### src/rmc_regs.vh
// Register map, field positions, reset values and timing figures of the mode controller.
`ifndef RMC_REGS_VH
`define RMC_REGS_VH
`define RMC_ADDR_DEV_STATUS 7'h02
`define RMC_ADDR_IRQ_ST1    7'h03
`define RMC_ADDR_IRQ_ST2    7'h04
`define RMC_ADDR_IRQ_EN1    7'h05
`define RMC_ADDR_IRQ_EN2    7'h06
`define RMC_ADDR_MODE       7'h07
`define RMC_ADDR_MODE2      7'h08
`define RMC_ADDR_XTAL_CTL   7'h62
`define RMC_RST_IRQ_EN1     8'h00
`define RMC_RST_IRQ_EN2     8'h01
`define RMC_RST_MODE        8'h01
`define RMC_RST_MODE2       8'h01
`define RMC_RST_XTAL_CTL    8'h00
`define RMC_MODE_SWRES      7
`define RMC_MODE_ENWT       6
`define RMC_MODE_ENLBD      5
`define RMC_MODE_RXON       2
`define RMC_MODE_PLLON      1
`define RMC_MODE_XTON       0
`define RMC_MODE_WMASK      8'h67
`define RMC_MODE2_VCOCAL    0
`define RMC_MODE2_ENTEMP    1
`define RMC_MODE2_WMASK     8'h03
`define RMC_XTAL_BUFOVR     1
`define RMC_IRQ1_MASK       8'h99
`define RMC_CPS_IDLE        2'h0
`define RMC_CPS_RX          2'h1
`define RMC_CLK_MHZ         100
`define RMC_POR_US          16600
`define RMC_XTAL_US         600
`define RMC_CAL_US          100
`define RMC_SETTLE_US       100
`endif

### src/rmc_sync.v
// Two-stage synchroniser for pins that arrive from outside the clock domain.
`timescale 1ns/100ps
module rmc_sync #(
  parameter         W       = 1,
  parameter [W-1:0] RST_VAL = {W{1'b0}}
) (
  input  wire         clk,
  input  wire         sys_rst,
  input  wire [W-1:0] din,
  output wire [W-1:0] dout
);
  reg [W-1:0] metaFf;
  reg [W-1:0] syncFf;

  // Only the second stage is visible outside.
  always @(posedge clk) begin
    if (sys_rst) begin
      metaFf <= RST_VAL;
      syncFf <= RST_VAL;
    end else begin
      metaFf <= din;
      syncFf <= metaFf;
    end
  end

  assign dout = syncFf;
endmodule // rmc_sync

### src/rmc_spi_slave.v
// Serial register port: 16-bit frames with burst auto-increment.
`timescale 1ns/100ps
module rmc_spi_slave (
  input  wire       clk,
  input  wire       rst,
  input  wire       sclkS,
  input  wire       sdiS,
  input  wire       selNS,
  input  wire [7:0] rdData,
  output wire [6:0] rdAddr,
  output wire       rdStb,
  output wire       wrStb,
  output wire [6:0] wrAddr,
  output wire [7:0] wrData,
  output wire       sdo,
  output wire       sdoOe
);
  reg       sclkDlyFf;
  reg [3:0] cntFf;
  reg [7:0] shFf;
  reg [7:0] outShFf;
  reg [6:0] addrFf;
  reg       wrFf;
  reg       sdoFf;

  wire       active   = ~rst & ~selNS;
  wire       rise     = active & sclkS & ~sclkDlyFf;
  wire       fall     = active & ~sclkS & sclkDlyFf;
  wire [7:0] nxtSh    = {shFf[6:0], sdiS};
  wire       hdrDone  = rise & (cntFf == 4'h7);
  wire       byteDone = rise & (cntFf == 4'hF);

  // Burst reads fetch the next register ahead, so a read-clear register
  // placed right after the last one read is cleared as well.
  assign rdStb  = (hdrDone & ~nxtSh[7]) | (byteDone & ~wrFf);
  assign rdAddr = hdrDone ? nxtSh[6:0] : addrFf + 7'h01;
  assign wrStb  = byteDone & wrFf;
  assign wrAddr = addrFf;
  assign wrData = nxtSh;
  assign sdo    = sdoFf;
  assign sdoOe  = active;

  always @(posedge clk) begin
    if (rst) begin
      sclkDlyFf <= 1'b0;
    end else begin
      sclkDlyFf <= sclkS;
    end
  end

  always @(posedge clk) begin
    if (rst | selNS) begin
      cntFf   <= 4'h0;
      shFf    <= 8'h00;
      outShFf <= 8'h00;
      addrFf  <= 7'h00;
      wrFf    <= 1'b0;
      sdoFf   <= 1'b1;
    end else if (rise) begin
      shFf  <= nxtSh;
      cntFf <= (cntFf == 4'hF) ? 4'h8 : cntFf + 4'h1;
      if (hdrDone) begin
        addrFf <= nxtSh[6:0];
        wrFf   <= nxtSh[7];
      end
      if (byteDone) begin
        addrFf <= addrFf + 7'h01;
      end
      if (rdStb) begin
        outShFf <= rdData;
      end
    end else if (fall) begin
      sdoFf   <= outShFf[7];
      outShFf <= {outShFf[6:0], 1'b0};
    end
  end
endmodule // rmc_spi_slave

### src/rmc_mode_ctrl.v
// Operating-mode sequencer, register file and interrupt logic of the receiver.
//
// Contract
// - Shutdown, idle and receive; five idle sub-modes.
// - Mode register selects mode; pin governs shutdown.
// - Receive-on in idle starts receive automatically.
// - Main regulator off only in standby, sleep; code keeps it on there until status read after power-on reset.
// - Receive reached in 16.8 ms, 800 or 200 us; from shutdown the code takes at least 17.4 ms.
// - Pin high: shutdown, registers lost, serial refused.
// - Pin falling edge starts power-on reset.
// - Reset, soft reset, shutdown exit give ready.
// - Writing zero selects standby, registers stay accessible.
// - Wake-timer bit selects sleep with wake timer.
// - Sensor mode runs battery detector, temperature sensor.
// - Crystal-on bit selects ready, crystal kept running.
// - Synthesizer-on selects tune, crystal enabled automatically.
// - Sequencer order: regulators, crystal, PLL, calibration, settle, receive; code turns PLL on with calibration, or at settle when calibration is skipped.
// - Calibration skipped when bit clear; resets set.
// - Device status reports FIFO, errors, power state.
// - Interrupt output low on any enabled event.
// - Interrupt held until status read, then released.
// - Status read clears its enabled bits.
// - Disabled events readable but never raise interrupt.
// - Frame: direction bit, 7-bit address, 8 data.
// - Held select auto-increments address every byte.
`timescale 1ns/100ps
`include "rmc_regs.vh"
module rmc_mode_ctrl #(
  parameter POR_CYC    = `RMC_POR_US * `RMC_CLK_MHZ,
  parameter XTAL_CYC   = `RMC_XTAL_US * `RMC_CLK_MHZ,
  parameter CAL_CYC    = `RMC_CAL_US * `RMC_CLK_MHZ,
  parameter SETTLE_CYC = `RMC_SETTLE_US * `RMC_CLK_MHZ
) (
  input  wire       clk,
  input  wire       sys_rst,
  input  wire       powerDownPin,
  input  wire       serialSelectN,
  input  wire       spiSclk,
  input  wire       spiSdi,
  output wire       spiSdo,
  output wire       spiSdoOe,
  input  wire [7:0] evtStatus1In,
  input  wire [7:0] evtStatus2In,
  input  wire [4:0] devFlagsIn,
  output reg        irqOutN,
  output reg        lowPowerRegulatorOn,
  output reg        mainRegulatorOn,
  output reg        analogRegulatorOn,
  output reg        xtalOn,
  output reg        pllOn,
  output reg        vcoCalOn,
  output reg        rxCircuitsOn,
  output reg        modemRxOn,
  output reg        wakeTimerOn,
  output reg        batteryDetectOn,
  output reg        tempSensorOn,
  output reg  [1:0] chipPowerState
);
  localparam [8:0] S_SHUT   = 9'h001;
  localparam [8:0] S_POR    = 9'h002;
  localparam [8:0] S_IDLE   = 9'h004;
  localparam [8:0] S_REG    = 9'h008;
  localparam [8:0] S_XTAL   = 9'h010;
  localparam [8:0] S_CAL    = 9'h020;
  localparam [8:0] S_SETTLE = 9'h040;
  localparam [8:0] S_RXEN   = 9'h080;
  localparam [8:0] S_RX     = 9'h100;

  wire        pdnS;
  wire        selNS;
  wire        sclkS;
  wire        sdiS;
  wire [6:0]  rdAddr;
  wire        rdStb;
  wire        wrStb;
  wire [6:0]  wrAddr;
  wire [7:0]  wrData;
  reg  [7:0]  rdData;
  reg         pdnDlyFf;
  reg  [8:0]  stateFf;
  reg  [8:0]  nxt_state;
  reg  [31:0] tmrFf;
  reg  [31:0] tmrLim;
  reg  [31:0] xtCntFf;
  reg         xtRdyFf;
  reg  [7:0]  en1Ff;
  reg  [7:0]  en2Ff;
  reg  [7:0]  modeFf;
  reg  [7:0]  mode2Ff;
  reg  [7:0]  xtalCtlFf;
  reg  [7:0]  st1Ff;
  reg  [7:0]  st2Ff;
  reg         porAckFf;

  rmc_sync #(
    .W       (4),
    .RST_VAL (4'h4)
  ) u_sync (
    .clk     (clk),
    .sys_rst (sys_rst),
    .din     ({powerDownPin, serialSelectN, spiSclk, spiSdi}),
    .dout    ({pdnS, selNS, sclkS, sdiS})
  );

  wire inShut = stateFf[0];
  wire inPor  = stateFf[1];
  wire inIdle = stateFf[2];
  wire live   = ~inShut & ~inPor;
  // Serial port is held in reset while shut down or in power-on reset.
  wire spiRst = sys_rst | ~live;

  rmc_spi_slave u_spi (
    .clk    (clk),
    .rst    (spiRst),
    .sclkS  (sclkS),
    .sdiS   (sdiS),
    .selNS  (selNS),
    .rdData (rdData),
    .rdAddr (rdAddr),
    .rdStb  (rdStb),
    .wrStb  (wrStb),
    .wrAddr (wrAddr),
    .wrData (wrData),
    .sdo    (spiSdo),
    .sdoOe  (spiSdoOe)
  );

  wire pdnFall = pdnDlyFf & ~pdnS;
  wire tmrDone = (tmrFf == tmrLim - 32'h0000_0001);
  wire porDone = inPor & tmrDone & ~pdnS;
  wire softRst = wrStb & (wrAddr == `RMC_ADDR_MODE) & wrData[`RMC_MODE_SWRES];
  // Register contents are lost in shutdown and rebuilt during power-on reset.
  wire regRst  = sys_rst | ~live | softRst;

  wire rxReq     = modeFf[`RMC_MODE_RXON];
  wire tuneSel   = modeFf[`RMC_MODE_PLLON];
  wire readySel  = ~tuneSel & modeFf[`RMC_MODE_XTON];
  wire senseReq  = modeFf[`RMC_MODE_ENLBD] | mode2Ff[`RMC_MODE2_ENTEMP];
  wire sensorSel = ~tuneSel & ~readySel & senseReq;
  wire sleepSel  = ~tuneSel & ~readySel & ~senseReq & modeFf[`RMC_MODE_ENWT];
  wire stbySel   = ~tuneSel & ~readySel & ~senseReq & ~modeFf[`RMC_MODE_ENWT];
  // Until the status is read after power-on reset, low-power sub-modes keep
  // the main regulator running.
  // A set buffer override keeps the crystal up, so it keeps the main regulator too.
  wire lpMode    = inIdle & porAckFf & (stbySel | sleepSel) & ~xtalCtlFf[`RMC_XTAL_BUFOVR];
  wire seqBusy   = live & ~inIdle;
  // Override holds the crystal on, so leaving ready does not stop it until it is cleared.
  wire xtalWant  = live & (tuneSel | readySel | xtalCtlFf[`RMC_XTAL_BUFOVR] | seqBusy);
  wire pllWant   = (inIdle & tuneSel) | (|stateFf[8:5]);
  wire xtHit     = xtalWant & ~xtRdyFf & (xtCntFf == XTAL_CYC - 1);

  always @* begin
    case (stateFf)
      S_POR:    tmrLim = POR_CYC;
      S_CAL:    tmrLim = CAL_CYC;
      S_SETTLE: tmrLim = SETTLE_CYC;
      default:  tmrLim = 32'h0000_0001;
    endcase
  end

  // A warm crystal from ready or tune skips the start-up wait.
  always @* begin
    nxt_state = stateFf;
    case (stateFf)
      S_SHUT:   if (pdnFall) nxt_state = S_POR;
      S_POR:    if (tmrDone) nxt_state = S_IDLE;
      S_IDLE:   if (rxReq) nxt_state = S_REG;
      S_REG:    nxt_state = S_XTAL;
      S_XTAL: begin
        if (xtRdyFf) begin
          nxt_state = mode2Ff[`RMC_MODE2_VCOCAL] ? S_CAL : S_SETTLE;
        end
      end
      S_CAL:    if (tmrDone) nxt_state = S_SETTLE;
      S_SETTLE: if (tmrDone) nxt_state = S_RXEN;
      S_RXEN:   nxt_state = S_RX;
      S_RX:     nxt_state = S_RX;
      default:  nxt_state = S_POR;
    endcase
    if (seqBusy & ~rxReq) begin
      nxt_state = S_IDLE;
    end
    if (softRst) begin
      nxt_state = S_IDLE;
    end
    if (pdnS) begin
      nxt_state = S_SHUT;
    end
  end

  always @(posedge clk) begin
    if (sys_rst) begin
      stateFf  <= S_POR;
      tmrFf    <= 32'h0000_0000;
      pdnDlyFf <= 1'b0;
      xtCntFf  <= 32'h0000_0000;
      xtRdyFf  <= 1'b0;
    end else begin
      stateFf  <= nxt_state;
      tmrFf    <= (nxt_state != stateFf) ? 32'h0000_0000 : tmrFf + 32'h0000_0001;
      pdnDlyFf <= pdnS;
      if (~xtalWant) begin
        xtCntFf <= 32'h0000_0000;
        xtRdyFf <= 1'b0;
      end else if (xtHit) begin
        xtRdyFf <= 1'b1;
      end else if (~xtRdyFf) begin
        xtCntFf <= xtCntFf + 32'h0000_0001;
      end
    end
  end

  // Writable registers; the mode register steers the sequencer.
  always @(posedge clk) begin
    if (regRst) begin
      en1Ff     <= `RMC_RST_IRQ_EN1;
      en2Ff     <= `RMC_RST_IRQ_EN2;
      modeFf    <= `RMC_RST_MODE;
      mode2Ff   <= `RMC_RST_MODE2;
      xtalCtlFf <= `RMC_RST_XTAL_CTL;
    end else if (wrStb) begin
      case (wrAddr)
        `RMC_ADDR_IRQ_EN1:  en1Ff     <= wrData & `RMC_IRQ1_MASK;
        `RMC_ADDR_IRQ_EN2:  en2Ff     <= wrData;
        `RMC_ADDR_MODE:     modeFf    <= wrData & `RMC_MODE_WMASK;
        `RMC_ADDR_MODE2:    mode2Ff   <= wrData & `RMC_MODE2_WMASK;
        `RMC_ADDR_XTAL_CTL: xtalCtlFf <= wrData;
        default:            en1Ff     <= en1Ff;
      endcase
    end
  end

  always @* begin
    rdData = 8'h00;
    case (rdAddr)
      `RMC_ADDR_DEV_STATUS: rdData = {devFlagsIn, 1'b0, chipPowerState};
      `RMC_ADDR_IRQ_ST1:    rdData = st1Ff;
      `RMC_ADDR_IRQ_ST2:    rdData = st2Ff;
      `RMC_ADDR_IRQ_EN1:    rdData = en1Ff;
      `RMC_ADDR_IRQ_EN2:    rdData = en2Ff;
      `RMC_ADDR_MODE:       rdData = modeFf;
      `RMC_ADDR_MODE2:      rdData = mode2Ff;
      `RMC_ADDR_XTAL_CTL:   rdData = xtalCtlFf;
      default:              rdData = 8'h00;
    endcase
  end

  wire       rd1   = rdStb & (rdAddr == `RMC_ADDR_IRQ_ST1);
  wire       rd2   = rdStb & (rdAddr == `RMC_ADDR_IRQ_ST2);
  wire [7:0] set1  = evtStatus1In & `RMC_IRQ1_MASK & {8{live}};
  wire [7:0] set2  = {evtStatus2In[7:2] & {6{live}}, xtHit & live, porDone};
  wire [7:0] base1 = regRst ? 8'h00 : st1Ff;
  wire [7:0] base2 = regRst ? 8'h00 : st2Ff;
  wire [7:0] clr1  = rd1 ? en1Ff : 8'h00;
  wire [7:0] clr2  = rd2 ? en2Ff : 8'h00;
  wire       irqHit = |((st1Ff & en1Ff) | (st2Ff & en2Ff));

  // A new event in the cycle of its read-clear stays set.
  always @(posedge clk) begin
    if (sys_rst) begin
      st1Ff    <= 8'h00;
      st2Ff    <= 8'h00;
      porAckFf <= 1'b0;
      irqOutN  <= 1'b1;
    end else begin
      st1Ff    <= (base1 & ~clr1) | set1;
      st2Ff    <= (base2 & ~clr2) | set2;
      porAckFf <= live & (porAckFf | rd2);
      irqOutN  <= ~irqHit;
    end
  end

  always @(posedge clk) begin
    if (sys_rst) begin
      lowPowerRegulatorOn <= 1'b0;
      mainRegulatorOn     <= 1'b0;
      analogRegulatorOn   <= 1'b0;
      xtalOn              <= 1'b0;
      pllOn               <= 1'b0;
      vcoCalOn            <= 1'b0;
      rxCircuitsOn        <= 1'b0;
      modemRxOn           <= 1'b0;
      wakeTimerOn         <= 1'b0;
      batteryDetectOn     <= 1'b0;
      tempSensorOn        <= 1'b0;
      chipPowerState      <= `RMC_CPS_IDLE;
    end else begin
      lowPowerRegulatorOn <= ~inShut;
      mainRegulatorOn     <= ~inShut & ~lpMode;
      analogRegulatorOn   <= seqBusy;
      xtalOn              <= xtalWant;
      pllOn               <= pllWant;
      vcoCalOn            <= stateFf[5];
      rxCircuitsOn        <= |stateFf[8:7];
      modemRxOn           <= stateFf[8];
      wakeTimerOn         <= live & (modeFf[`RMC_MODE_ENWT] | senseReq);
      batteryDetectOn     <= live & modeFf[`RMC_MODE_ENLBD];
      tempSensorOn        <= live & mode2Ff[`RMC_MODE2_ENTEMP];
      chipPowerState      <= stateFf[8] ? `RMC_CPS_RX : `RMC_CPS_IDLE;
    end
  end
endmodule // rmc_mode_ctrl

### config.mk
export PLATFORM = sky130hd
export DESIGN_NAME = rmc_mode_ctrl
export DESIGN_NICKNAME = d
export VERILOG_FILES = /design/src/rmc_sync.v /design/src/rmc_spi_slave.v /design/src/rmc_mode_ctrl.v
export VERILOG_INCLUDE_DIRS = /design/src
export SDC_FILE = /design/constraint.sdc
export NUM_CORES = 1
export LEC_CHECK = 0
export BUFFER_PORTS_ARGS = -buffer_cell sky130_fd_sc_hd__clkbuf_2
export CORE_ASPECT_RATIO = 1.5
export CORE_UTILIZATION = 40
export DETAILED_ROUTE_END_ITERATION = 6
export PLACE_DENSITY = 0.57
export SETUP_SLACK_MARGIN = 0.4
export SLEW_MARGIN = 10
export SYNTH_ARGS = -nofsm -noshare
export SYNTH_HDL_FRONTEND = slang
export SYNTH_SLANG_ARGS = --single-unit
### constraint.sdc
create_clock -name clk -period 3.3 [get_ports clk]
set_input_delay 0.33 -clock clk [delete_from_list [all_inputs] [get_ports clk]]
set_output_delay 0.33 -clock clk [all_outputs]
set_load 0.01 [all_outputs]
; ---- Yosys cells after proc, flatten, opt, wreduce, memory -nomap -nowiden
; Index checks and enable logic that the tools add are counted.
[word_totals]
inputBits = 27
ram_bits = 0
memories = 0
mem_bits_ro = 0
regBits = 170
latchBits = 0
[classes]
eq_ne = 28
div_mod_pow = 0
magnitude_cmp = 0
n_shift = 0
n_addsub = 5
n_mux = 25
reduce_logical = 19
n_bitwise = 84
mul = 0
[op_table]
columns = op, count
row1 = two-way mux 9 bit, 9
row2 = case mux 9 bit (8 select lines), 1
row3 = "adder 32 x 1 -> 32 bit, second input constant", 2
row4 = case mux 8 bit (8 select lines), 1
row5 = two-way mux 8 bit, 7
row6 = "equality test 7 x 3 -> 1 bit, second input constant", 7
row7 = case mux 21 bit (2 select lines), 1
row8 = AND 8 bit, 5
row9 = AND 1 bit, 38
row10 = "equality test 32 x 16 -> 1 bit, second input constant", 1
row11 = equality test 32 bit, 1
row12 = "subtractor 32 x 1 -> 32 bit, second input constant", 1
row13 = two-way mux 7 bit, 4
row14 = bitwise OR 8 bit, 3
row15 = inverter 1 bit, 23
row16 = AND reduction 2 bit, 10
row17 = inverter 8 bit, 2
row18 = "equality test 7 x 2 -> 1 bit, second input constant", 2
row19 = "equality test 7 x 4 -> 1 bit, second input constant", 2
row20 = "equality test 7 bit, second input constant", 2
row21 = bitwise OR 1 bit, 12
row22 = OR reduction 2 bit, 5
row23 = "equality test 9 x 1 -> 1 bit, second input constant", 1
row24 = "equality test 9 x 2 -> 1 bit, second input constant", 1
row25 = other kinds (19), 20

; ---- Depth between registers and ports, before layout
; Gate-level depths: netlist (run 1).
[depth]
ltp_word = 16
depth_mapped = 13
depth_no_buf = 9

; ---- Hierarchy
; From an unflattened synthesis (run 1), not the netlist that was laid out.
[hier_totals]
hier_cells = 926
area_unflattened_um2 = 8008.9
[by_module_without_submodules]
columns = mod, cells_per_inst, area_each_um2, n_inst, seq_area_each_um2
row1 = rmc_mode_ctrl, 735, 6312.3, 1, 2542.4
row2 = rmc_spi_slave, 175, 1486.4, 1, 580.6
row3 = rmc_sync, 16, 210.2, 1, 160.2

; ---- Least setup slack after synthesis (run 1)
; OpenSTA, ideal clock, no wires.
[synth_timing]
path_kind = input to register
start = in sys_rst
end = reg u_spi.outShFf[4]
path_buffers = 3
arrival_time_ns = 2.807
setup_ns = 0.123
slack_ns = 0.370
cell_stages = 11
path_cell_list = buf_2 -> or4_4 -> buf_6 -> or3_1 -> buf_6 -> mux2_4 -> a21boi_1 -> o31a_1 -> o21ba_4 -> a221oi_1 -> nor2_1
[synth_between]
elab_chain_len = 11
word_cells_on_any_way = 28
[synth_rtl]
columns = item, line
row1 = "start, declared", rmc_mode_ctrl.v:35  ; input wire sys_rst,
row2 = bitwise OR 1 bit *, rmc_mode_ctrl.v:110  ; wire spiRst = sys_rst | ~live;
row3 = inverter 1 bit, rmc_spi_slave.v:26  ; wire active = ~rst & ~selNS;
row4 = AND 1 bit, rmc_spi_slave.v:26
row5 = AND 1 bit (2 in a row), rmc_spi_slave.v:27  ; wire rise = active & sclkS & ~sclkDlyFf;
row6 = AND 1 bit, rmc_spi_slave.v:30  ; wire hdrDone = rise & (cntFf == 4'h7);
row7 = two-way mux 7 bit, rmc_spi_slave.v:36  ; assign rdAddr = hdrDone ? nxtSh[6:0] : addrFf + 7'h01;
row8 = equality test 7 bit (tied with other cells), rmc_mode_ctrl.v:235  ; case (rdAddr)
row9 = case mux 8 bit (8 select lines), rmc_mode_ctrl.v:235
row10 = two-way mux 8 bit, rmc_spi_slave.v:69  ; if (rdStb) begin
row11 = two-way mux 8 bit, rmc_spi_slave.v:59  ; end else if (rise) begin
row12 = "end signal, assigned", rmc_spi_slave.v:70  ; outShFf <= rdData;
row13 = "end signal, assigned", rmc_spi_slave.v:74  ; outShFf <= {outShFf[6:0], 1'b0};
row14 = "end, declared", rmc_spi_slave.v:21  ; reg [7:0] outShFf;
; Every way passes the cells marked *; elsewhere a longest branch is shown, timed or not. The select of a mux whose other input is x is not followed.
; A chain may end at the register's enable or synchronous reset.

; ---- Worst setup path after layout (run 1)
[layout_timing]
start = reg stateFf[1]
end = reg u_spi.outShFf[7]
[layout_between]
elab_chain_len = 14
word_cells_on_any_way = 31
[layout_rtl]
columns = item, line
row1 = "start, declared", rmc_mode_ctrl.v:80  ; reg [8:0] stateFf;
row2 = "start signal, assigned", rmc_mode_ctrl.v:199  ; stateFf <= nxt_state;
row3 = inverter 1 bit *, rmc_mode_ctrl.v:108  ; wire live = ~inShut & ~inPor;
row4 = AND 1 bit *, rmc_mode_ctrl.v:108
row5 = inverter 1 bit *, rmc_mode_ctrl.v:110
row6 = bitwise OR 1 bit *, rmc_mode_ctrl.v:110
row7 = inverter 1 bit, rmc_spi_slave.v:26
row8 = AND 1 bit, rmc_spi_slave.v:26
row9 = AND 1 bit (2 in a row), rmc_spi_slave.v:27
row10 = AND 1 bit, rmc_spi_slave.v:30
row11 = two-way mux 7 bit, rmc_spi_slave.v:36
row12 = equality test 7 bit (tied with other cells), rmc_mode_ctrl.v:235
row13 = case mux 8 bit (8 select lines), rmc_mode_ctrl.v:235
row14 = two-way mux 8 bit, rmc_spi_slave.v:69
row15 = two-way mux 8 bit, rmc_spi_slave.v:59
; Marks and branches as above.

==> impl_metrics.tcl, run 1 <==
set metrics [dict create \
    outcome "complete, but fails checks" \
    violations "DRC" \
    synth-edff-count 0 \
    io_buffers 35 \
    hp-class "input port to flip-flop" \
    fin_crit_sh 0.872 \
    hold_violations 0 \
    synth_fp_nets 1006 \
    num_vias 7094 \
    async_reset_ff_frac 0 \
    grt_overflow 0 \
    synthTopCellsByCount "164 x dfxtp_1, 157 x nor2_1, 86 x nand2_1" \
    grt_busiest_layer "met2" \
    yosysWarnings 0 \
    yosys-top-cells-area "dfxtp_1 41%, nor2_1 7.3%, mux2i_1 4.6%" \
    chipWidth_um 118 \
    syn_inst 972 \
    coreArea_sq_um 19800 \
    syn_to_final_growth_pct 17.8 \
    dpl.hpwl_um 15500 \
    row_count 63 \
    whs_endpoint "u_sync.metaFf[2]" \
    fmax_mhz 347 \
    route.detailed.wl_per_inst_um 16.6 \
    period_needed_ns 2.88 \
    syn_area_per_cell_sq_um 8.29 \
    clock_path_buffers 2 \
    powerDensity_nw_per_um2 507 \
    grt_pass1_wl_um 34800 \
    use_met3 0.0338 \
    syn-cell-area_sq_um 8060 \
    synth_most_common_cell "dfxtp_1" \
    ys_ff_latch 164 \
    placed_area_sq_um 8660 \
    finalClockSkew_ns 0.0118 \
    tns_ns 0 \
    cts_root_buf "clkbuf_16" \
    ys.flop_type "dfxtp_1" \
    die_y_um 176 \
    start_util 0.407 \
    worstHoldStart "serialSelectN" \
    fin_ws_ns 0.421 \
    cp-start-kind "flip-flop" \
    seq_area_frac_synth 0.407 \
    whs_path_depth 2 \
    numCtsBuffers 17 \
    nFillCells 1968 \
    final_layout_size_suffix_gt1_frac 0.169 \
    clock_latency_ns 0.43 \
    drcViolationCount 3 \
    antenna_found_initial 0 \
    critPathRequiredTime_ns 3.62 \
    drt_iter0_drc 605 \
    track_usage 0.212 \
    fin_nets 1063 \
    relSlewSlack 0.502 \
    r2r_slack_ns 0.42 \
    path_clk_slew_ns 0.07 \
    dp_slack_ns 0.177 \
    ir_worst_vdd_v 0.000334 \
    routed_wl_um 21600 \
    dieArea_sq_um 20700 \
    ioPinCount 43 \
    final_antenna_net_count 0 \
    worstPathArrival_ns 3.20 \
    worst_slew_pin_slew_ns 0.747 \
    synth_top_area_cell "dfxtp_1" \
    fin_area_sq_um 9500 \
    yosys.cell_types.count 80 \
    met2_usage 0.386 \
    drv_slew 0 \
    cts_tree "yes" \
    crit_path_end_kind "flip-flop" \
    crit_fanout 7 \
    grt_pass1_vias 6824 \
    setup_viol 0 \
    htree_levels 4 \
    diodes 0 \
    synth_top_area_frac 0.407 \
    hold_ws_ns 0.0783 \
    rr_startpoint "stateFf[1]" \
    use_met1 0.237 \
    p_leak_nw 3.54 \
    r2r_end "u_spi.outShFf[7]" \
    rsz0062_at_grt "yes" \
    criticalPathCategory "flip-flop to flip-flop" \
    gp_routability_congestion 0.883 \
    r2r_cells 7 \
    vias_per_cell 5.45 \
    cap_viol_max_count 0 \
    first_pass_iters 7 \
    grt_max_degree 35 \
    clkSinkCount 164 \
    hold_buffers 0 \
]
routing by layer:
layer	part of all wire	up-vias
met1	0.42	3355
met2	0.52	165
met4	0.035	0
li1	-	3525
met3	0.031	49
met5	0	-
cell usage in the layout, fill, tap and decap left out, types with 6 or more instances in the layout:
cell type | Yosys | routed
dfxtp_1 | 164 | 163
nor2_1 | 157 | 155
nand2_1 | 86 | 83
buf_4 | 2 | 55
nand3_1 | 43 | 42
a21oi_1 | 42 | 40
xor2_1 | 38 | 38
mux2i_1 | 37 | 37
clkbuf_2 | 1 | 35
inv_1 | 34 | 34
o21ai_0 | 28 | 28
xnor2_1 | 28 | 28
nor3_1 | 25 | 25
and3_1 | 19 | 18
clkbuf_16 | 0 | 17
nand4_1 | 15 | 15
nor4_1 | 17 | 14
nor2b_1 | 13 | 13
nand3b_1 | 11 | 11
a311oi_1 | 8 | 8
and2_1 | 8 | 8
o211ai_1 | 8 | 8
a221oi_1 | 9 | 8
a222oi_1 | 7 | 7
or3_1 | 7 | 6
nand2b_1 | 6 | 6
or2_2 | 6 | 6
a211oi_1 | 7 | 6
ha_1 | 7 | 6
where the power goes:
part	leakage, nW	internal, mW	switching [mW]
sequential	1.32	2.03	0.0518
combinational	1.93	0.304	0.446
clock	0.281	1.12	0.860
sequential cells by signal, summed over array words and instances, names as in the netlist, 2 cells and up:
register / count
st1Ff: 4
u_spi.outShFf: 8
u_spi.shFf: 7
en1Ff: 4
en2Ff: 8
xtCntFf: 32
xtalCtlFf: 8
u_sync.metaFf: 4
modeFf: 5
stateFf: 9
tmrFf: 32
u_sync.dout: 4
u_spi.wrAddr: 7
mode2Ff: 2
st2Ff: 8
u_spi.cntFf: 4
critical path, cell delays in order (launching register included):
cell      delay, ns
dfxtp_2        0.32
or4_4          0.57
or3_4          0.44
mux2_4         0.36
a222oi_1       0.43
o221ai_1       0.29
a221oi_2       0.30
nor2_1         0.06
cell type report:
cell class / instances / area (sq um) / area share
Timing Repair Buffer: 93 / 631 / 0.0664
Clock inverter: 14 / 151 / 0.0159
Multi-Input combinational cell: 718 / 4550 / 0.479
Inverter: 35 / 131 / 0.0138
Clock buffer: 17 / 425 / 0.0448
Sequential cell: 164 / 3280 / 0.346
Tap cell: 260 / 325 / 0.0342
worst max path at each step:
stage	start	endpoint	slack [ns]
finish	stateFf[1]	u_spi.outShFf[7]	0.42
global route	stateFf[5]	tmrFf[29]	0.35
floorplan	sys_rst	u_spi.outShFf[4]	0.37
detailed placement	sys_rst	u_spi.outShFf[7]	0.18
global placement	u_spi.wrFf	tmrFf[27]	0.18
CTS	stateFf[1]	u_spi.outShFf[3]	0.39
stage by stage:
stage          power, mW  cells  utilization
4_1_cts             4.80   1289        0.470
3_5_place_dp        2.81   1256        0.438
2_1_floorplan       2.55    972            -
5_1_grt             5.02   1301        0.480
3_3_place_gp        2.81   1256        0.438
6_report            4.81   1301        0.480
kinds of logic after synthesis:
group,after synthesis,synth area share
other,1,0.000465
XOR/XNOR,66,0.0717
AND/OR/NAND/NOR,439,0.265
buffers and inverters,91,0.0475
AO/OA/AOI/OAI,162,0.143
flip-flops,164,0.407
adder cells (fa/ha/maj),7,0.0109
multiplexers,42,0.0534
timing repair:
| action | CTS | global route |
|---|---|---|
| gates cloned | 0 | 2 |
| setup endpoints to repair | 57 | 77 |
| pin swaps | 7 | 11 |
| setup buffers | 2 | 10 |
| resized for setup | 9 | 27 |
Note: power is estimated with default switching activity, not from simulation.
==> inputs of run 2 (changes only) <==
--- a/config.mk
+++ b/config.mk
@@ -10,7 +10,7 @@
 export CORE_ASPECT_RATIO = 1.5
 export CORE_UTILIZATION = 40
 export DETAILED_ROUTE_END_ITERATION = 6
-export PLACE_DENSITY = 0.57
+export PLACE_DENSITY = 0.59
 export SETUP_SLACK_MARGIN = 0.4
 export SLEW_MARGIN = 10
 export SYNTH_ARGS = -nofsm -noshare
==> constraint.sdc (replaced) <==
create_clock -name clk -period 2.47 [get_ports clk]
set_input_delay 0.247 -clock clk [delete_from_list [all_inputs] [get_ports clk]]
set_output_delay 0.247 -clock clk [all_outputs]
set_load 0.01 [all_outputs]
==> run 2 against run 1 <==
Effect of this change: the flow finishes with violations (setup timing); combinational power up 74%; flip-flop and latch count unchanged; first-iteration DRC count down 39%; via count up 5.9%; hold slack worse by 0.055 ns; clock power up 28%; highest routed layer unchanged.
==> impl_metrics.tcl, run 2 (synthesis gave the netlist of run 1 again) <==
set metrics [dict create \
    outcome "complete, but fails checks" \
    violations "setup timing" \
    reg_top3 "tmrFf (32), xtCntFf (32), stateFf (9)" \
    crit_path_end_kind "flip-flop" \
    routed_wl_um 23500 \
    worstHoldStart "evtStatus1In[7]" \
    drt_iter0_drc 372 \
    cts_root_buf "clkbuf_16" \
    worstPathArrival_ns 3.05 \
    setup_viol 52 \
    clock_path_buffers 2 \
    cap_viol_max_count 0 \
    die_y_um 176 \
    r2r_cells 8 \
    finalClockSkew_ns 0.0103 \
    critical_path_buf_inv_count 0 \
    numCtsBuffers 17 \
    p_leak_nw 4.13 \
    placed_area_sq_um 9530 \
    cp_top_family "simple AND/OR/NAND/NOR gates" \
    whs_path_depth 3 \
    route.detailed.wl_per_inst_um 16.8 \
    track_usage 0.231 \
    slowest_stage "or4_4" \
    drv_slew 0 \
    powerDensity_nw_per_um2 615 \
    crit_fanout 7 \
    first_pass_iters 7 \
    grt_overflow 0 \
    ioPinCount 43 \
    cp-start-kind "flip-flop" \
    fin_ws_ns -0.253 \
    dp_slack_ns -0.341 \
    final_layout_size_suffix_gt1_frac 0.296 \
    path_clk_slew_ns 0.07 \
    ir_worst_vdd_v 0.000473 \
    fmax_mhz 367 \
    start_util 0.407 \
    coreArea_sq_um 19800 \
    fin_area_sq_um 10800 \
    worst_slew_pin_slew_ns 0.764 \
    syn_to_final_growth_pct 33.5 \
    r2r_slack_ns -0.25 \
    final_cell_mix "151 x nor2_1, 151 x dfxtp_1, 137 x buf_4" \
    cts_tree "yes" \
    fin_crit_sh 1.10 \
    whs_endpoint "st1Ff[7]" \
    hold_violations 0 \
    fin_nets 1158 \
    antenna_found_initial 0 \
    r2r_end "u_spi.outShFf[7]" \
    drcViolationCount 0 \
    tns_ns -8.17 \
    diodes 0 \
    htree_levels 4 \
    dpl.hpwl_um 17200 \
    period_needed_ns 2.72 \
    grt_pass1_wl_um 37700 \
    criticalPathCategory "flip-flop to flip-flop" \
    grt_max_degree 35 \
    row_count 63 \
    rsz0062_at_grt "yes" \
    nFillCells 1819 \
    chipWidth_um 118 \
    relSlewSlack 0.490 \
    final_antenna_net_count 0 \
    num_vias 7513 \
    vias_per_cell 5.38 \
    clkSinkCount 164 \
    grt_pass1_vias 7390 \
    io_buffers 35 \
    hold_ws_ns 0.0234 \
    critPathRequiredTime_ns 2.79 \
    cp_slowest_stage_delay_ns 0.57 \
    path_cells "or4_4, or3_4, mux2_4, a21boi_4, o31a_1, o21ba_4, a221oi_2, nor2_1" \
    dieArea_sq_um 20700 \
    gp_routability_congestion 0.926 \
    rr_startpoint "stateFf[1]" \
    clock_latency_ns 0.43 \
    hp-class "input port to flip-flop" \
]
run 2: cell type report:
class,count,area [sq um],share of cell area
Multi-Input combinational cell,717,5000,0.464
Timing Repair Buffer,189,1450,0.135
Tap cell,260,325,0.0302
Sequential cell,164,3300,0.307
Clock inverter,13,128,0.0119
Clock buffer,18,429,0.0399
Inverter,35,131,0.0122
run 2: stage by stage:
stage          instances  utilization  total power [mW]
4_1_cts             1390        0.532              6.60
2_1_floorplan        972            -              3.47
6_report            1396        0.544              6.62
3_3_place_gp        1344        0.482              3.98
5_1_grt             1396        0.544              6.88
3_5_place_dp        1344        0.482              3.97
run 2: repair_timing:
| action | CTS | global route |
|---|---|---|
| setup endpoints to repair | 109 | 115 |
| hold endpoints to repair | 1 | 0 |
| setup buffers | 14 | 5 |
| hold buffers | 1 | 0 |
| pin swaps | 35 | 27 |
| resized for setup | 69 | 45 |
| cloned | 0 | 1 |
run 2: report_power, final:
| group | total (mW) | switching (mW) | internal, mW |
|---|---|---|---|
| logic | 1.31 | 0.688 | 0.625 |
| registers | 2.77 | 0.0588 | 2.71 |
| clock network | 2.54 | 1.14 | 1.40 |
run 2: worst min-delay path, delay by kind of cell:
family                 cells  cell delay [ns]
AOI/OAI and AO/OA          1             0.05
buffers and inverters      2             0.12
run 2: worst max path at each step:
stage	startpoint	to	slack, ns	depth (start not counted)
CTS	stateFf[1]	u_spi.outShFf[4]	-0.23	8
global route	stateFf[1]	u_spi.outShFf[7]	-0.39	7
global placement	sys_rst	u_spi.outShFf[3]	-0.33	11
floorplan	stateFf[0]	u_spi.outShFf[3]	-0.38	11
detailed placement	sys_rst	st1Ff[3]	-0.34	10
finish	stateFf[1]	u_spi.outShFf[7]	-0.25	8
run 2: per-layer routing:
layer  part of all wire  GRT usage
met5                  0          0
met4              0.041      0.112
met3              0.023     0.0393
met2               0.54      0.445
met1               0.40      0.237
==> inputs of run 3 (changes only) <==
--- a/config.mk
+++ b/config.mk
@@ -6,10 +6,11 @@
 export SDC_FILE = /design/constraint.sdc
 export NUM_CORES = 1
 export LEC_CHECK = 0
-export BUFFER_PORTS_ARGS = -buffer_cell sky130_fd_sc_hd__clkbuf_2
+export BUFFER_PORTS_ARGS = -buffer_cell sky130_fd_sc_hd__buf_2
 export CORE_ASPECT_RATIO = 1.5
 export CORE_UTILIZATION = 40
 export DETAILED_ROUTE_END_ITERATION = 6
+export MAX_ROUTING_LAYER = met4
 export PLACE_DENSITY = 0.59
 export SETUP_SLACK_MARGIN = 0.4
 export SLEW_MARGIN = 10
==> run 3 against run 2 <==
Effect of this change: the run still ends with setup timing left; final area increased by 3.4%; clock skew is 0.0031 ns higher; highest routed layer unchanged; first-iteration DRC count up 32%; largest cell class unchanged.
==> impl_metrics.tcl, run 3 (synthesis gave the netlist of run 1 again) <==
set metrics [dict create \
    wl_met2_um 12800 \
    chipWidth_um 118 \
    crit_fanout 7 \
    relSlewSlack 0.543 \
    ir_worst_vdd_v 0.000417 \
    cts_tree "yes" \
    die_y_um 176 \
    ioPinCount 43 \
    clock_path_buffers 2 \
    tns_ns -6.15 \
    grt_max_degree 35 \
    crit_path_end_kind "flip-flop" \
    coreArea_sq_um 19800 \
    worstHoldStart "powerDownPin" \
    dr_wl_met3_um 783 \
    vias_per_cell 5.42 \
    cap_viol_max_count 0 \
    syn_to_final_growth_pct 38.1 \
    grt_pass1_wl_um 38700 \
    nFillCells 1763 \
    critPathLaunch "stateFf[1]" \
    worst_slew_pin_slew_ns 0.686 \
    num_vias 7665 \
    fmax_mhz 367 \
    post-route-util 0.563 \
    rr_startpoint "stateFf[1]" \
    reg_top3 "tmrFf (32), xtCntFf (32), stateFf (9)" \
    drcViolationCount 0 \
    slowest_stage "or4_4" \
    cp-start-kind "flip-flop" \
    route.detailed.wl_per_inst_um 17.0 \
    rsz0062_at_grt "yes" \
    setup_viol 47 \
    fin_crit_sh 1.10 \
    final_antenna_net_count 0 \
    outcome "complete, but fails checks" \
    io_buffers 35 \
    p_leak_nw 4.28 \
    grt_pass1_vias 7619 \
    diodes 0 \
    finalClockSkew_ns 0.0135 \
    critPathRequiredTime_ns 2.80 \
    powerDensity_nw_per_um2 613 \
    clkSinkCount 164 \
    placed_area_sq_um 9600 \
    period_needed_ns 2.72 \
    instances_no_fill 1415 \
    row_count 63 \
    final_common_cell "dfxtp_1" \
    drv_slew 0 \
    cts_root_buf "clkbuf_16" \
    drt_iter0_drc 490 \
    clock_latency_ns 0.44 \
    violations "setup timing" \
    hold_violations 0 \
    grt_overflow 0 \
    path_cells "or4_4, or3_4, mux2_4, a21boi_4, o31a_1, o21ba_4, a221oi_2, nor2_1" \
    start_util 0.407 \
    hp-class "input port to flip-flop" \
    dieArea_sq_um 20700 \
    finalPower_mw 6.83 \
    fin_ws_ns -0.252 \
    numCtsBuffers 17 \
    cp_slowest_stage_delay_ns 0.58 \
    antenna_found_initial 0 \
    m1WireLength_um 9150 \
    final_layout_size_suffix_gt1_frac 0.317 \
    dpl.hpwl_um 17200 \
    gp_routability_congestion 0.921 \
    dp.cells 1353 \
    multi_input_area_sq_um 5120 \
    routed_wl_um 24000 \
    final_cell_mix "150 x dfxtp_1, 147 x nor2_1, 140 x buf_4" \
    worstPathArrival_ns 3.05 \
    register_area_sq_um 3310 \
    htree_levels 4 \
    first_pass_iters 6 \
    criticalPathCategory "flip-flop to flip-flop" \
    fin_nets 1176 \
    path_clk_slew_ns 0.07 \
    routed.top_layer "met4" \
    fin_area_sq_um 11100 \
    track_usage 0.244 \
]
-- run 3: cell types whose count changed in the layout (fill, tap and decap cells not counted), sizes merged --
| cell | before | now |
|---|---|---|
| clkinvlp | 4 | 6 |
| inv | 39 | 36 |
| clkbuf | 54 | 22 |
| buf | 152 | 206 |
| clkinv | 4 | 2 |
-- run 3: what timing repair did --
item / 4_1_cts / 5_1_grt
hold endpoints to repair: 1 / 0
hold buffers: 1 / 0
setup endpoints to repair: 110 / 118
pin swaps: 26 / 39
gates resized for setup: 86 / 73
buffers inserted: 16 / 11
cloned: 2 / 0
-- run 3: cell type report --
cell class / count / area share
multi-input cells: 717 / 0.460
flip-flops and latches: 164 / 0.297
well taps: 260 / 0.0292
repair buffers: 207 / 0.151
inverters: 35 / 0.0118
clock inverters: 10 / 0.00911
clock buffers: 22 / 0.0417
-- run 3: power breakdown --
| part | switching, mW | internal [mW] |
|---|---|---|
| Sequential | 0.0610 | 2.71 |
| Clock | 1.13 | 1.44 |
| Combinational | 0.736 | 0.750 |
-- run 3: final timing paths --
| kind | endpoint | slack [ns] | cells after the start |
|---|---|---|---|
| worst max-delay path | u_spi.outShFf[3] | -0.25 | 8 |
| worst min-delay path | u_sync.metaFf[3] | 0.02 | 2 |
| worst max register to register | u_spi.outShFf[3] | -0.25 | 8 |
| worst min register to register | u_sync.dout[2] | 0.43 | 1 |
-- run 3: metrics by stage --
step	hold slack, ns	setup slack [ns]
floorplan	0.351	-0.375
global placement	0.419	-0.303
detailed placement	0.419	-0.347
CTS	0.00487	-0.235
global route	0.0199	-0.373
finish	0.0211	-0.252
-- run 3: per-layer routing --
layer	track usage	vias up
li1	-	3753
met1	0.246	3651
met2	0.439	183
met3	0.0442	78
met4	0.141	0
met5	-	-
-- run 3: critical path: cells and delay by family (launching register included) --
family | cells | cell delay, ns
AND/OR/NAND/NOR | 3 | 1.03
flip-flops | 1 | 0.31
multiplexers | 1 | 0.36
AO/OA/AOI/OAI | 4 | 0.91
